<file path="src/rtl/bcr_pkg.sv">
// bcr_pkg: constants, register map and carrier types of the buck regulator control register bank.
// assumes one 40 MHz clock, AXI4-Lite register access and an otp image that is stable around reset release.
//
// Function
// [RQ1] registers are readable and writable at any time, whatever the operating state
// [RQ2] reset values come from the otp image, captured just after reset release
// [RQ3] config bit 6 picks ramp rate: 0 one step per 2.0 us, 1 per 4.0 us
// [RQ4] config bits 5:4 hold the switching clock phase code
// [RQ5] config bits 3:2 hold the switching frequency code
// [RQ6] config bit 0 picks current limit: 0 for 2.75 A, 1 for 2.0 A
// [RQ7] channel two config uses the same layout as channel three config
// [RQ8] channel three normal register bits 4:0 give the code used in normal mode
// [RQ9] channel three normal, standby and sleep registers carry a range bit at 5
// [RQ10] channel three standby register bits 4:0 give the code used in standby
// [RQ11] channel three sleep register bits 4:0 give the code used in sleep
// [RQ12] channel three mode bit 5 picks off or sleep after a turn-off event
// [RQ13] mode bit 5 clear turns the channel off, set sends it to sleep
// [RQ14] channel three mode bits 3:0 hold the switching mode selector
// [RQ15] channel four normal register bits 4:0 hold its normal target code
// [RQ16] channel four standby register bits 4:0 give the code used in standby
// [RQ17] unimplemented bits read as zero and ignore writes
// [RQ18] each converter gets the code of the register matching its operating state; in device sleep channel four takes its standby code

`default_nettype none

package bcr_pkg;

  ////////////////////////////////////////////////////////////////////////////////
  // register map, byte addresses
  localparam int NUM_WR_REGS = 8;
  localparam int ADDR_W = 8;
  localparam logic [7:0] ADDR_CH2_CONF = 8'h00;
  localparam logic [7:0] ADDR_CH3_NORMAL = 8'h04;
  localparam logic [7:0] ADDR_CH3_STANDBY = 8'h08;
  localparam logic [7:0] ADDR_CH3_SLEEP = 8'h0C;
  localparam logic [7:0] ADDR_CH3_MODE = 8'h10;
  localparam logic [7:0] ADDR_CH3_CONF = 8'h14;
  localparam logic [7:0] ADDR_CH4_NORMAL = 8'h18;
  localparam logic [7:0] ADDR_CH4_STANDBY = 8'h1C;
  localparam logic [7:0] ADDR_STATUS = 8'h20;

  // storage indices (address bits 5:2)
  localparam logic [3:0] IDX_CH2_CONF = 4'h0;
  localparam logic [3:0] IDX_CH3_NORMAL = 4'h1;
  localparam logic [3:0] IDX_CH3_STANDBY = 4'h2;
  localparam logic [3:0] IDX_CH3_SLEEP = 4'h3;
  localparam logic [3:0] IDX_CH3_MODE = 4'h4;
  localparam logic [3:0] IDX_CH3_CONF = 4'h5;
  localparam logic [3:0] IDX_CH4_NORMAL = 4'h6;
  localparam logic [3:0] IDX_CH4_STANDBY = 4'h7;
  localparam logic [3:0] IDX_STATUS = 4'h8;

  ////////////////////////////////////////////////////////////////////////////////
  // field positions and implemented-bit masks
  localparam int CONF_RAMP_BIT = 6;
  localparam int CONF_PHASE_LSB = 4;
  localparam int CONF_FREQ_LSB = 2;
  localparam int CONF_ILIM_BIT = 0;
  localparam int VOLT_RANGE_BIT = 5;
  localparam int MODE_OFFSEL_BIT = 5;
  localparam int STAT_STATE_LSB = 0;
  localparam int STAT_BUSY_BIT = 2;
  localparam int STAT_CODE_LSB = 8;
  localparam int STAT_RANGE_BIT = 13;
  localparam logic [7:0] MASK_CONF = 8'h7D;
  localparam logic [7:0] MASK_VOLT_RANGED = 8'h3F;
  localparam logic [7:0] MASK_VOLT_PLAIN = 8'h1F;
  localparam logic [7:0] MASK_MODE = 8'h2F;
  localparam logic [7:0] REG_RESET = 8'h00;

  ////////////////////////////////////////////////////////////////////////////////
  // ramp timing
  localparam int CLK_PERIOD_NS = 25;
  localparam int RAMP_FAST_NS = 2000;
  localparam int RAMP_SLOW_NS = 4000;
  localparam int RAMP_FAST_CYC = (RAMP_FAST_NS + CLK_PERIOD_NS - 1) / CLK_PERIOD_NS;
  localparam int RAMP_SLOW_CYC = (RAMP_SLOW_NS + CLK_PERIOD_NS - 1) / CLK_PERIOD_NS;
  localparam logic [7:0] RAMP_FAST_LAST = 8'(RAMP_FAST_CYC - 1);
  localparam logic [7:0] RAMP_SLOW_LAST = 8'(RAMP_SLOW_CYC - 1);

  localparam logic [1:0] RESP_OKAY = 2'h0;
  localparam logic [1:0] RESP_SLVERR = 2'h2;

  ////////////////////////////////////////////////////////////////////////////////
  // types
  typedef enum logic [1:0] {OP_NORMAL = 2'h0, OP_STANDBY = 2'h1, OP_SLEEP = 2'h3} bcr_op_type;
  typedef enum logic [1:0] {CH_ON = 2'h0, CH_SLEEP = 2'h1, CH_OFF = 2'h2} bcr_ch_state_type;

  typedef struct packed {
    logic ramp_slow;
    logic [1:0] phase_sel;
    logic [1:0] freq_sel;
    logic current_limit;
  } bcr_conf_type;

  typedef struct packed {
    logic enable;
    logic range_high;
    logic [4:0] code;
    logic [3:0] mode_sel;
  } bcr_ch3_out_type;

endpackage

`default_nettype wire

</file>
<file path="src/rtl/bcr_regs.sv">
// bcr_regs: AXI4-Lite register bank for buck channels two to four, with the channel three
// off/sleep sequencing and voltage ramp, and per-state code selection for channels three and four.
// assumes op_state and the turn events come from the power sequencer on core_clk,
// and otp_image is the otp shadow, valid when rst releases.

`default_nettype none

module bcr_regs
  import bcr_pkg::*;
(
  // clock and reset
  input wire logic core_clk,
  input wire logic rst,
  // otp defaults, one byte per writable register, by storage index
  input wire logic [NUM_WR_REGS-1:0][7:0] otp_image,
  // device operating state and channel three events
  input wire bcr_op_type op_state,
  input wire logic turn_off_evt,
  input wire logic turn_on_evt,
  // axi4-lite write channels
  input wire logic [ADDR_W-1:0] s_axi_awaddr,
  input wire logic s_axi_awvalid,
  output logic s_axi_awready,
  input wire logic [31:0] s_axi_wdata,
  input wire logic [3:0] s_axi_wstrb,
  input wire logic s_axi_wvalid,
  output logic s_axi_wready,
  output logic [1:0] s_axi_bresp,
  output logic s_axi_bvalid,
  input wire logic s_axi_bready,
  // axi4-lite read channels
  input wire logic [ADDR_W-1:0] s_axi_araddr,
  input wire logic s_axi_arvalid,
  output logic s_axi_arready,
  output logic [31:0] s_axi_rdata,
  output logic [1:0] s_axi_rresp,
  output logic s_axi_rvalid,
  input wire logic s_axi_rready,
  // converter controls
  output bcr_conf_type ch2_conf,
  output bcr_conf_type ch3_conf,
  output bcr_ch3_out_type ch3_ctrl,
  output logic [4:0] ch4_code
);

  ////////////////////////////////////////////////////////////////////////////////
  // decode helpers

  function automatic logic reg_hit(input logic [ADDR_W-1:0] addr);
    reg_hit = (addr[1:0] == 2'h0) && (addr <= ADDR_STATUS);
  endfunction

  function automatic logic [3:0] reg_index(input logic [ADDR_W-1:0] addr);
    reg_index = addr[5:2];
  endfunction

  function automatic logic [7:0] reg_mask(input logic [3:0] idx);
    if (idx == IDX_CH2_CONF || idx == IDX_CH3_CONF) begin
      reg_mask = MASK_CONF;
    end else if (idx == IDX_CH3_NORMAL || idx == IDX_CH3_STANDBY || idx == IDX_CH3_SLEEP) begin
      reg_mask = MASK_VOLT_RANGED;
    end else if (idx == IDX_CH3_MODE) begin
      reg_mask = MASK_MODE;
    end else if (idx == IDX_CH4_NORMAL || idx == IDX_CH4_STANDBY) begin
      reg_mask = MASK_VOLT_PLAIN;
    end else begin
      reg_mask = 8'h00;
    end
  endfunction

  function automatic bcr_conf_type to_conf(input logic [7:0] val);
    to_conf.ramp_slow = val[CONF_RAMP_BIT];
    to_conf.phase_sel = val[CONF_PHASE_LSB +: 2];
    to_conf.freq_sel = val[CONF_FREQ_LSB +: 2];
    to_conf.current_limit = val[CONF_ILIM_BIT];
  endfunction

  ////////////////////////////////////////////////////////////////////////////////
  // register bank and bus slave

  logic [NUM_WR_REGS-1:0][7:0] regs, next_regs;
  logic loading, next_loading;
  logic aw_held, next_aw_held;
  logic [ADDR_W-1:0] aw_addr, next_aw_addr;
  logic w_held, next_w_held;
  logic [7:0] w_data, next_w_data;
  logic w_lane0, next_w_lane0;
  logic next_awready, next_wready, next_bvalid, next_arready, next_rvalid;
  logic [1:0] next_bresp, next_rresp;
  logic [31:0] next_rdata;
  logic [31:0] status_word;
  bcr_ch_state_type ch3_state, next_ch3_state;
  logic [7:0] ramp_cnt, next_ramp_cnt;
  logic [7:0] step_last;
  logic [7:0] ch3_sel;
  logic [3:0] wr_idx, rd_idx;

  // storage slots of the held write and of the offered read
  assign wr_idx = reg_index(aw_addr);
  assign rd_idx = reg_index(s_axi_araddr);

  // channel three state as software sees it
  always_comb begin
    status_word = 32'h0000_0000;
    status_word[STAT_STATE_LSB +: 2] = ch3_state;
    status_word[STAT_BUSY_BIT] = (ch3_ctrl.code != ch3_sel[4:0]);
    status_word[STAT_CODE_LSB +: 5] = ch3_ctrl.code;
    status_word[STAT_RANGE_BIT] = ch3_ctrl.range_high;
  end

  always_comb begin
    next_regs = regs;
    next_loading = 1'b0;
    next_aw_held = aw_held;
    next_aw_addr = aw_addr;
    next_w_held = w_held;
    next_w_data = w_data;
    next_w_lane0 = w_lane0;
    next_bvalid = s_axi_bvalid;
    next_bresp = s_axi_bresp;
    next_rvalid = s_axi_rvalid;
    next_rdata = s_axi_rdata;
    next_rresp = s_axi_rresp;
    if (loading) begin
      // the bus stays closed for this cycle and the next, as the ready flags are registered, so no write can race the otp copy
      for (int i = 0; i < NUM_WR_REGS; i++) begin
        next_regs[i] = otp_image[i] & reg_mask(4'(i)); // [RQ2] [RQ17]
      end
    end else begin
      if (s_axi_awvalid && s_axi_awready) begin
        next_aw_held = 1'b1;
        next_aw_addr = s_axi_awaddr;
      end
      if (s_axi_wvalid && s_axi_wready) begin
        next_w_held = 1'b1;
        next_w_data = s_axi_wdata[7:0];
        next_w_lane0 = s_axi_wstrb[0];
      end
      if (s_axi_bvalid && s_axi_bready) begin
        next_bvalid = 1'b0;
      end
      // address and data may arrive in either order; commit once both are held
      if (aw_held && w_held && !s_axi_bvalid) begin // [RQ1]
        next_aw_held = 1'b0;
        next_w_held = 1'b0;
        next_bvalid = 1'b1;
        if (reg_hit(aw_addr) && reg_index(aw_addr) != IDX_STATUS) begin
          next_bresp = RESP_OKAY;
          if (w_lane0) begin
            next_regs[wr_idx[2:0]] = w_data & reg_mask(wr_idx); // [RQ17]
          end
        end else begin
          next_bresp = RESP_SLVERR;
        end
      end
      if (s_axi_rvalid && s_axi_rready) begin
        next_rvalid = 1'b0;
      end
      if (s_axi_arvalid && s_axi_arready) begin // [RQ1]
        next_rvalid = 1'b1;
        next_rdata = 32'h0000_0000;
        next_rresp = RESP_SLVERR;
        if (reg_hit(s_axi_araddr)) begin
          next_rresp = RESP_OKAY;
          if (reg_index(s_axi_araddr) == IDX_STATUS) begin
            next_rdata = status_word;
          end else begin
            next_rdata = {24'h00_0000, regs[rd_idx[2:0]]}; // [RQ17]
          end
        end
      end
    end
    next_awready = !next_loading && !next_aw_held && !next_bvalid && !loading;
    next_wready = !next_loading && !next_w_held && !next_bvalid && !loading;
    next_arready = !next_rvalid && !loading;
  end

  always_ff @(posedge core_clk or posedge rst) begin
    if (rst) begin
      regs <= {NUM_WR_REGS{REG_RESET}};
      loading <= 1'b1;
      aw_held <= 1'b0;
      aw_addr <= 8'h00;
      w_held <= 1'b0;
      w_data <= 8'h00;
      w_lane0 <= 1'b0;
      s_axi_awready <= 1'b0;
      s_axi_wready <= 1'b0;
      s_axi_bvalid <= 1'b0;
      s_axi_bresp <= RESP_OKAY;
      s_axi_arready <= 1'b0;
      s_axi_rvalid <= 1'b0;
      s_axi_rdata <= 32'h0000_0000;
      s_axi_rresp <= RESP_OKAY;
    end else begin
      regs <= next_regs;
      loading <= next_loading;
      aw_held <= next_aw_held;
      aw_addr <= next_aw_addr;
      w_held <= next_w_held;
      w_data <= next_w_data;
      w_lane0 <= next_w_lane0;
      s_axi_awready <= next_awready;
      s_axi_wready <= next_wready;
      s_axi_bvalid <= next_bvalid;
      s_axi_bresp <= next_bresp;
      s_axi_arready <= next_arready;
      s_axi_rvalid <= next_rvalid;
      s_axi_rdata <= next_rdata;
      s_axi_rresp <= next_rresp;
    end
  end

  ////////////////////////////////////////////////////////////////////////////////
  // channel sequencing, code selection and ramp

  bcr_conf_type next_ch2_conf, next_ch3_conf;
  bcr_ch3_out_type next_ch3_ctrl;
  logic [4:0] next_ch4_code;

  always_comb begin
    next_ch3_state = ch3_state;
    case (ch3_state)
      CH_ON: begin
        if (turn_off_evt) begin
          next_ch3_state = regs[IDX_CH3_MODE][MODE_OFFSEL_BIT] ? CH_SLEEP : CH_OFF; // [RQ12] [RQ13]
        end
      end
      CH_SLEEP, CH_OFF: begin
        if (turn_on_evt) begin
          next_ch3_state = CH_ON;
        end
      end
      default: begin
        next_ch3_state = CH_ON;
      end
    endcase

    // a channel parked in sleep uses its sleep code even while the device runs normally
    if (ch3_state == CH_SLEEP || op_state == OP_SLEEP) begin
      ch3_sel = regs[IDX_CH3_SLEEP]; // [RQ11] [RQ18]
    end else if (op_state == OP_STANDBY) begin
      ch3_sel = regs[IDX_CH3_STANDBY]; // [RQ10] [RQ18]
    end else begin
      ch3_sel = regs[IDX_CH3_NORMAL]; // [RQ8] [RQ18]
    end

    step_last = regs[IDX_CH3_CONF][CONF_RAMP_BIT] ? RAMP_SLOW_LAST : RAMP_FAST_LAST; // [RQ3]
    next_ramp_cnt = 8'h00;
    next_ch3_ctrl.code = ch3_ctrl.code;
    if (ch3_ctrl.code != ch3_sel[4:0]) begin
      if (ramp_cnt >= step_last) begin
        // one code step per interval; a retarget mid-ramp just changes direction
        next_ch3_ctrl.code = (ch3_ctrl.code < ch3_sel[4:0]) ? 5'(ch3_ctrl.code + 5'h01)
                                                            : 5'(ch3_ctrl.code - 5'h01); // [RQ3]
      end else begin
        next_ramp_cnt = 8'(ramp_cnt + 8'h01);
      end
    end
    next_ch3_ctrl.range_high = ch3_sel[VOLT_RANGE_BIT]; // [RQ9]
    next_ch3_ctrl.enable = (next_ch3_state != CH_OFF); // [RQ13]
    next_ch3_ctrl.mode_sel = regs[IDX_CH3_MODE][3:0]; // [RQ14]

    // channel four has no sleep register here, so device sleep keeps its standby code
    next_ch4_code = (op_state == OP_NORMAL) ? regs[IDX_CH4_NORMAL][4:0] : regs[IDX_CH4_STANDBY][4:0]; // [RQ15] [RQ16]

    next_ch2_conf = to_conf(regs[IDX_CH2_CONF]); // [RQ7]
    next_ch3_conf = to_conf(regs[IDX_CH3_CONF]); // [RQ4] [RQ5] [RQ6]
  end

  always_ff @(posedge core_clk or posedge rst) begin
    if (rst) begin
      ch3_state <= CH_ON;
      ramp_cnt <= 8'h00;
      ch3_ctrl <= '0;
      ch4_code <= 5'h00;
      ch2_conf <= '0;
      ch3_conf <= '0;
    end else begin
      ch3_state <= next_ch3_state;
      ramp_cnt <= next_ramp_cnt;
      ch3_ctrl <= next_ch3_ctrl;
      ch4_code <= next_ch4_code;
      ch2_conf <= next_ch2_conf;
      ch3_conf <= next_ch3_conf;
    end
  end
endmodule

`default_nettype wire

</file>
<file path="config.mk">
export PLATFORM = sky130hd
export DESIGN_NAME = bcr_regs
export DESIGN_NICKNAME = d
export VERILOG_FILES = /design/src/rtl/bcr_pkg.sv /design/src/rtl/bcr_regs.sv
export SDC_FILE = /design/constraint.sdc
export NUM_CORES = 1
export LEC_CHECK = 0
export ABC_AREA = 1
export BUFFER_PORTS_ARGS = -buffer_cell sky130_fd_sc_hd__buf_4
export CORE_MARGIN = 1.5
export CORE_UTILIZATION = 45
export DETAILED_ROUTE_END_ITERATION = 16
export PLACE_DENSITY = 0.84
export SETUP_SLACK_MARGIN = 0.5
export SYNTH_ARGS = -nofsm -noshare
export SYNTH_HDL_FRONTEND = slang
export SYNTH_SLANG_ARGS = --single-unit
</file>
<file path="constraint.sdc">
create_clock -name core_clk -period 5.5 [get_ports core_clk]
set_input_delay 1.65 -clock core_clk [delete_from_list [all_inputs] [get_ports core_clk]]
set_output_delay 1.65 -clock core_clk [all_outputs]
set_load 0.005 [all_outputs]
</file>
==> results of run 1 <==
==> layout make-up <==
type                       count  share of cell area (%)
tap                          184                    2.69
multi-input combinational    563                    34.7
sequential                   134                    39.3
clock inverter                12                    2.61
clock buffer                  19                    5.30
timing repair buffer         130                    11.6
inverter                      86                    3.84
==> layer usage <==
metal / track usage, % / up-vias / part of all wire [%]
met1: 31.8 / 2897 / 44
met5: 0 / - / 0
met4: 7.17 / 0 / 1.7
li1: - / 2869 / -
met3: 4.60 / 23 / 6.8
met2: 37.4 / 269 / 47
==> logic make-up after synthesis <==
family                     synth area share (%)
and+or+nand+nor                            29.2
DFF                                        48.8
buffers and inverters                      9.12
AOI/OAI and AO/OA                          8.83
adders and majority gates                  3.20
xor gates and xnor gates                  0.637
other                                    0.0545
muxes                                     0.164
==> final timing paths <==
kind,endpoint,slack (ns),cells past startpoint
max,ch3_ctrl[8],1.35,19
max reg2reg,ch3_ctrl[8],2.14,19
min in group asynchronous,ch3_ctrl[0],1.40,3
min,ch3_conf[2],0.42,0
max in group asynchronous,ch4_code[2],3.53,3
min reg2reg,ch3_conf[2],0.42,0
==> registers in the layout, indices dropped and copies added (netlist names), 2 cells and up <==
signal	cells
ch3_ctrl	11
aw_addr	8
ramp_cnt	8
w_data	7
ch4_code	5
next_ch3_conf	6
ch3_state	2
ch2_conf	6
next_ch3_ctrl	4
ch3_conf	6
regs	40
s_axi_rdata	14
next_ch2_conf	6
==> report_power, final <==
part	leakage, nW	switching (W)	internal (W)
combinational	2.38	0.000626	0.000405
clock	0.325	0.000423	0.000872
sequential	1.68	0.000163	0.00117
==> synthesized netlist by cell type (6+ instances only) <==
master	n
sky130_fd_sc_hd__nand2_4	6
sky130_fd_sc_hd__ha_1	16
sky130_fd_sc_hd__nand3_2	13
sky130_fd_sc_hd__buf_4	22
sky130_fd_sc_hd__buf_2	12
sky130_fd_sc_hd__o21ai_0	40
sky130_fd_sc_hd__clkbuf_1	8
sky130_fd_sc_hd__o211ai_2	6
sky130_fd_sc_hd__nand4_1	15
sky130_fd_sc_hd__nand2_1	189
sky130_fd_sc_hd__a21oi_1	20
sky130_fd_sc_hd__nand3_1	113
sky130_fd_sc_hd__o211ai_1	21
sky130_fd_sc_hd__dfrtp_1	133
sky130_fd_sc_hd__o21ai_1	8
sky130_fd_sc_hd__nor2_1	63
sky130_fd_sc_hd__inv_1	75
sky130_fd_sc_hd__inv_2	9
==> metrics by stage <==
| stage | worst slack, ns | hold slack, ns |
|---|---|---|
| floorplan | 1.50 | 0.370 |
| global placement | 1.05 | 0.398 |
| detailed placement | 0.944 | 0.399 |
| CTS | 1.39 | 0.415 |
| global route | 1.03 | 0.417 |
| finish | 1.35 | 0.415 |
==> flow_results.org, run 1 <==
** Place
- Routability-driven placement finished with a final weighted congestion of 0.913.
- Placed instance count :: 1097
- Summing all placed instances gives a cell area of 7870 µm².
- The count of buffers added on input and output ports is 128.
- Once detailed placement completed, the half-perimeter wirelength came to 12600 µm.

** Pwr
- The worst-case IR drop observed on VDD is 0.231 mV.
- Static Leakage :: 4.39 nW
- Power density over the cells :: 428 nW/µm²
- Summing internal, switching and leakage power gives 0.00366 W.

** GRT
- Entering global routing, the biggest net connects 135 pins.
- The via count of the first global-routing pass is 5782.
- Number of antenna violations at the first check in global routing :: 0
- Summed over all layers, the global routing overflow is 0.
- The first global-routing pass estimated 29200 µm of wire.
- Global routing used 23.2% of the available tracks.

** Floorplan
- Area of the die :: 16000 µm²
- Number of placement rows :: 44
- Core outline area :: 14700 µm²
- Vertical extent of the die :: 127 µm
- For this configuration, the core starts out at a cell density of 46.8%.
- # IOs :: 196
- Overall die width :: 127 µm

** Yosys
- Proportion of synthesized chip area in sequential cells :: 48.8%
- Summed over its instances, the top area cell type makes up 48.4% of the synthesized netlist area.
- For this run, asynchronously set or reset flops after synthesis account for 100%.
- Mean cell area of the mapped netlist :: 8.48 µm²
- Synthesis-stage register bit count :: 134
- In this run, distinct cell masters in the synthesized netlist total 46.
- Synthesized instance count :: 811
- Warning count from the yosys run :: 0
- Cell area after technology mapping :: 6880 µm²
- Yosys top cell by area :: sky130_fd_sc_hd__dfrtp_1
- Counting flops with a built-in enable in the synthesized netlist gives 0.
- Most common flop cell mapped by yosys :: sky130_fd_sc_hd__dfrtp_1
- By area the synthesized netlist is led by sky130_fd_sc_hd__dfrtp_1, sky130_fd_sc_hd__nand2_1, sky130_fd_sc_hd__nand3_1.

** Critical path
- Worst Setup SP :: op_state[0]
- Category of the worst setup path capture point :: flip-flop
- Data on the critical path arrives at its endpoint at 4.47 ns.
- In this design, the critical path's most frequently occurring cell is sky130_fd_sc_hd__nand2_1.
- Category of the worst setup path launch point :: input port
- Dominant delay contributor by cell family on the critical path :: simple AND/OR/NAND/NOR gates
- Counting both buffers and inverters, the worst setup path holds a total of 4.
- Worst Setup Path Type :: in2reg
- Max FO, Critical Path :: 10
- Slowest cell delay on critical path :: 0.41 ns
- The worst register-to-register path begins at ch3_state[1].
- Required time of the worst setup path :: 5.82 ns
- The signal on the critical path passes through buf_4 > inv_1 > o21bai_1 > clkinv_1 > o211ai_1 > o21ai_0 > ha_1 > nand2_1 > nor2_1 > nand2_1 > nand3_1 > inv_1 > fa_1 > nor2_1 > nor2_1 > nand3_1 > nand3_1 > nand2_1 > nand2_1.
- The slowest stage of the critical path is the sky130_fd_sc_hd__fa_1 cell.

** Clock network
- Max Buffers Root-to-Sink :: 2
- The later pin in the worst-skew pair is clocked with a latency of 0.42 ns.
- Number of post-CTS setup repair buffers :: 0
- Number of gates resized after cts :: 0
- The root buffer cell chosen for the clock tree is sky130_fd_sc_hd__clkbuf_16.
- TritonCTS clock tree :: yes
- Cts bufs inserted :: 17
- Clock-pin slew was measured on the worst setup and hold paths at 0.06 ns.
- Quantity of hold-fixing buffers added after cts :: 0
- Counting every sink on the clock net gives 134.
- Number of levels the H-tree was split into :: 4

** Drt
- For this block, the initial DRC count from the detailed router was 454.
- First-pass iteration count of the detailed router :: 5
- In the routed design, unresolved DRC markers number 0.
- Summed over all layers, the routed wires come to 17900 µm.
- DR vias :: 6058
- Antenna viol nets, final :: 0
- After detailed routing, the average wire length per cell comes to 15.9 µm.
- Vias per cell :: 5.37

** Final layout
- The post-route netlist has 22.8% of its cells at a drive strength greater than 1.
- Footprint of the multi-input gates :: 2970 µm²
- Area of all placed cells without fillers :: 8550 µm²
- Final std cells w/o fill :: 1128
- Commonest non-fill, non-tap cells in the layout :: sky130_fd_sc_hd__nand2_1, sky130_fd_sc_hd__dfrtp_1, sky130_fd_sc_hd__buf_4
- The final layout contains 1076 nets.
- Leading cell type in the layout, fill and taps excluded :: sky130_fd_sc_hd__nand2_1
- From synthesis to final layout, the design area changed by 24.3%.
- In the final layout, flip-flops and latches occupy 3350 µm².
- Post-route core utilization :: 58.1%
- The repair_antennas step left the layout with diodes totalling 0.
- Fill cell instance count of the final layout :: 1279

** Timing
- Final Hold Vio Count :: 0
- Final critical path time including I/O delays and setup :: 4.15 ns
- Setup violations remaining at the end of the flow were counted as 0.
- Final cycle utilization of the critical path :: 75.4%
- At the pin with the least slew margin, the transition time is 0.943 ns.
- RSZ-0062 raised after global routing :: false
- Total Neg Setup Slack :: 0 ns
- Pins over their slew limit :: 0
- Slew Limit Headroom :: 37.2%
- The clock arrives with 0.0185 ns of skew.
- For this run, the top clock speed supported by timing is 241 MHz.

** Worst hold path
- Tightest Hold Check Type :: reg2reg
- Worst Hold Launch :: next_ch3_conf[2]

** Run status
- Outcome :: complete, no violations

** Job
- # Max-Cap Violations :: 0
(Power assumes the default switching activity.)
==> run 2: changes to the inputs <==
--- a/config.mk
+++ b/config.mk
@@ -10,7 +10,7 @@
 export CORE_MARGIN = 1.5
 export CORE_UTILIZATION = 45
 export DETAILED_ROUTE_END_ITERATION = 16
-export PLACE_DENSITY = 0.84
+export PLACE_DENSITY = 0.82
 export SETUP_SLACK_MARGIN = 0.5
 export SYNTH_ARGS = -nofsm -noshare
 export SYNTH_HDL_FRONTEND = slang
==> constraint.sdc (replaced) <==
create_clock -name core_clk -period 3.85 [get_ports core_clk]
set_input_delay 1.155 -clock core_clk [delete_from_list [all_inputs] [get_ports core_clk]]
set_output_delay 1.155 -clock core_clk [all_outputs]
set_load 0.005 [all_outputs]
==> run 2 against run 1 <==
Compared with the run above: global-route usage increased by 0.25 points; sequential share of layout area about the same; first-iteration DRC count decreased by 0.22%; count of clock-buffer cells in the layout increased by 7; largest power group unchanged; wire length increased by 1.5%; non-clock buffer count increased by 6; sequential cell count unchanged; hold slack got worse by 0.011 ns; design area about the same; largest cell class unchanged; sequential power increased by 43%; register-to-register slack got worse by 1.2 ns; worst setup slack got worse by 0.70 ns.
==> flow_results.org, run 2 (synthesized netlist as in run 1, its figures left out) <==
** Floorplan
- Number of placement rows :: 44 (unchanged)
- The area of the placeable core was 14700 µm² (unchanged).
- The initial cell density of the core came to 46.8% (unchanged).
- The horizontal die dimension was 127 µm (unchanged).
- The floorplan die area was 16000 µm² (unchanged).
- The die boundary height was 127 µm (unchanged).
- The I/O pin total was 196 (unchanged).

** Final layout
- The fraction of final layout cells sized beyond drive strength 1 was 24.1% (was 22.8%).
- Commonest non-fill, non-tap cells in the layout: sky130_fd_sc_hd__nand2_1, sky130_fd_sc_hd__buf_4, sky130_fd_sc_hd__dfrtp_1 (was sky130_fd_sc_hd__nand2_1, sky130_fd_sc_hd__dfrtp_1, sky130_fd_sc_hd__buf_4).
- Leading cell type in the layout, fill and taps excluded :: sky130_fd_sc_hd__nand2_1 (unchanged)
- Largest register by flop count :: regs (unchanged)
- The post-synthesis to final-layout area growth is 24.2% (was 24.3%).
- Top Registers :: regs x40, s_axi_rdata x14, ch3_ctrl x11 (unchanged)
- The net count reported at finish came to 1082 (was 1076).
- The flip-flop count of the largest register after layout came to 40 (unchanged).
- The number of filler cells placed in the layout came to 1303 (was 1279).
- Number of inserted diodes :: 0 (unchanged)

** Critical path
- The required time of the worst setup path came to 4.15 ns (was 5.82 ns).
- Arr. time, crit path :: 3.50 ns (was 4.47 ns)
- Worst Setup Path Type :: in2reg (unchanged)
- The biggest fanout along the worst timing path is 8 (was 10).
- Category of the worst setup path launch point :: input port (unchanged)
- The kind of end point of the critical path is a flip-flop (unchanged).
- The worst-case register-to-register setup slack came to 0.95 ns (was 2.14 ns).

** Run status
- Outcome :: complete, no violations (unchanged)

** Clock network
- Cts bufs inserted :: 17 (unchanged)
- Quantity of hold-fixing buffers added after cts :: 0 (unchanged)
- CTS root buf :: sky130_fd_sc_hd__clkbuf_16 (unchanged)
- The total clock sinks came to 134 (unchanged).
- The H-tree depth was 4 (unchanged).
- The maximum number of buffers from clock root to sink came to 2 (unchanged).
- Worst-skew pair later-pin latency :: 0.42 ns (about the same)
- CTS clk-pin slew, worst paths :: 0.05 ns (was 0.06 ns)
- The CTS tree was yes (unchanged).

** GRT
- Number of antenna violations at the first check in global routing :: 0 (unchanged)
- Leftover overflow at the end of global routing :: 0 (unchanged)
- Wire length of the first global-routing pass :: 29300 µm (was 29200 µm)
- Overall fraction of global-route tracks in use :: 23.5% (was 23.2%)
- Vias in the first global route :: 5918 (was 5782)
- Largest net degree at the start of global routing :: 74 (was 135)

** Drt
- Violation count after the first detailed-routing iteration :: 453 (was 454)
- The number of antenna-violating nets in the routed design was 0 (unchanged).
- Total length of routed met2 wires :: 8520 µm (was 8480 µm)
- The met1 layer wirelength in the final routing came to 7830 µm (was 7880 µm).
- DR vias :: 6003 (was 6058)
- The number of detailed-route iterations in the first pass was 5 (unchanged).
- Length of routed met3 wiring :: 1360 µm (was 1220 µm)
- Top Metal Used :: met4 (unchanged)
- The post-detailed-route wirelength per cell came to 16.0 µm (was 15.9 µm).
- The detail-routed via count per cell was 5.30 (was 5.37).
- The detailed-route wire length is 18100 µm (was 17900 µm).
- DRC :: 0 (unchanged)

** Job
- The max-cap violation count was 0 (unchanged).

** Timing
- The total negative setup slack came to 0 ns (unchanged).
- After layout, the worst path uses 83.0% of the clock period.
- Pins over their slew limit :: 0 (unchanged)
- The headroom to the max-slew limit was 51.5% (was 37.2%).
- RSZ-0062 raised after global routing: false (unchanged).
- Least-Margin Pin Slew :: 0.726 ns (was 0.943 ns)
- For this run, the top clock speed supported by timing is 313 MHz.
- Final critical path time including I/O delays and setup :: 3.20 ns
- The worst hold slack across all endpoints was 0.405 ns (was 0.415 ns).
- Final Hold Vio Count :: 0 (unchanged)
- The worst setup skew after layout came to 0.00601 ns (was 0.0185 ns).
- The setup violation total in the final timing report came to 0 (unchanged).

** Pwr
- The largest voltage drop on the vdd net was 0.303 mV (was 0.231 mV).
- The power per cell area is 593 nW/µm² (was 428 nW/µm²).
- The static leakage came to 4.37 nW (was 4.39 nW).

** Place
- The count of port buffers added during placement was 128 (unchanged).
- The placed wire-length estimate after detailed placement came to 13200 µm (was 12600 µm).
- Final GP Congestion :: 0.941 (was 0.913)

** Worst hold path
- Tightest Hold Check Type :: reg2reg (unchanged)
==> run 2: layout make-up <==
class                      instances  area (µm²)  area share [%]
sequential                       134        3350            39.3
tap                              184         230            2.70
inverter                          86         330            3.87
clock inverter                     3        42.5           0.498
clock buffer                      26         509            5.96
multi-input combinational        563        3040            35.6
timing repair buffer             136        1030            12.1
==> run 2: metrics by stage <==
stage | cell area (µm²) | std cells | total power [W] | util (%) | setup WS [ns]
final | 8540 | 1132 | 0.00506 | 58.1 | 0.653
after global routing | 8540 | 1132 | 0.00539 | 58.1 | 0.461
after CTS | 8460 | 1129 | 0.00491 | 57.5 | 0.554
after detailed placement | 7910 | 1100 | 0.00339 | 53.8 | 0.135
after global placement | 7910 | 1100 | 0.00333 | 53.8 | 0.145
after floorplan | 6970 | 831 | 0.00291 | - | 0.512
==> run 2: what timing repair did <==
item,CTS,global route
hold endpoints to repair,0,0
buffers inserted,0,3
endpoints found under the setup margin,0,3
resized for setup,0,14
==> run 2: power by group <==
group / leakage [nW] / total [W] / internal [W] / switching, W
logic: 2.42 / 0.00163 / 0.000673 / 0.000960
clock network: 0.268 / 0.00151 / 0.000961 / 0.000553
registers: 1.68 / 0.00192 / 0.00168 / 0.000240
==> run 2: per-layer routing <==
metal  global-route usage (%)  up-vias
li1                         -     2885
met1                     31.7     2828
met2                     37.3      251
met3                     4.89       39
met4                     9.13        0
met5                        0        -
==> run 2: critical path, stage by stage <==
cell and delay, ns:
sky130_fd_sc_hd__buf_4 0.10, sky130_fd_sc_hd__inv_2 0.06, sky130_fd_sc_hd__nor2_4 0.21, sky130_fd_sc_hd__nand2_1 0.08, sky130_fd_sc_hd__o211ai_1 0.09, sky130_fd_sc_hd__o21ai_0 0.14, sky130_fd_sc_hd__ha_1 0.30, sky130_fd_sc_hd__nand2_1 0.07
sky130_fd_sc_hd__nor2_2 0.11, sky130_fd_sc_hd__nand2_2 0.09, sky130_fd_sc_hd__nand3_4 0.14, sky130_fd_sc_hd__inv_1 0.08, sky130_fd_sc_hd__fa_2 0.38, sky130_fd_sc_hd__nor2_2 0.12, sky130_fd_sc_hd__nor2_2 0.05, sky130_fd_sc_hd__nand3_1 0.09
sky130_fd_sc_hd__nand3_1 0.08, sky130_fd_sc_hd__nand2_1 0.08, sky130_fd_sc_hd__nand2_1 0.05
==> run 2: worst paths after layout <==
check | start | end | depth (start not counted)
worst min-delay path | next_ch3_conf[2] | ch3_conf[2] | 0
max in group asynchronous | rst | ch3_conf[2] | 3
worst max register to register | ch3_state[1] | ch3_ctrl[8] | 19
worst min register to register | next_ch3_conf[2] | ch3_conf[2] | 0
worst max-delay path | op_state[0] | ch3_ctrl[8] | 19
min in group asynchronous | rst | s_axi_bvalid | 2
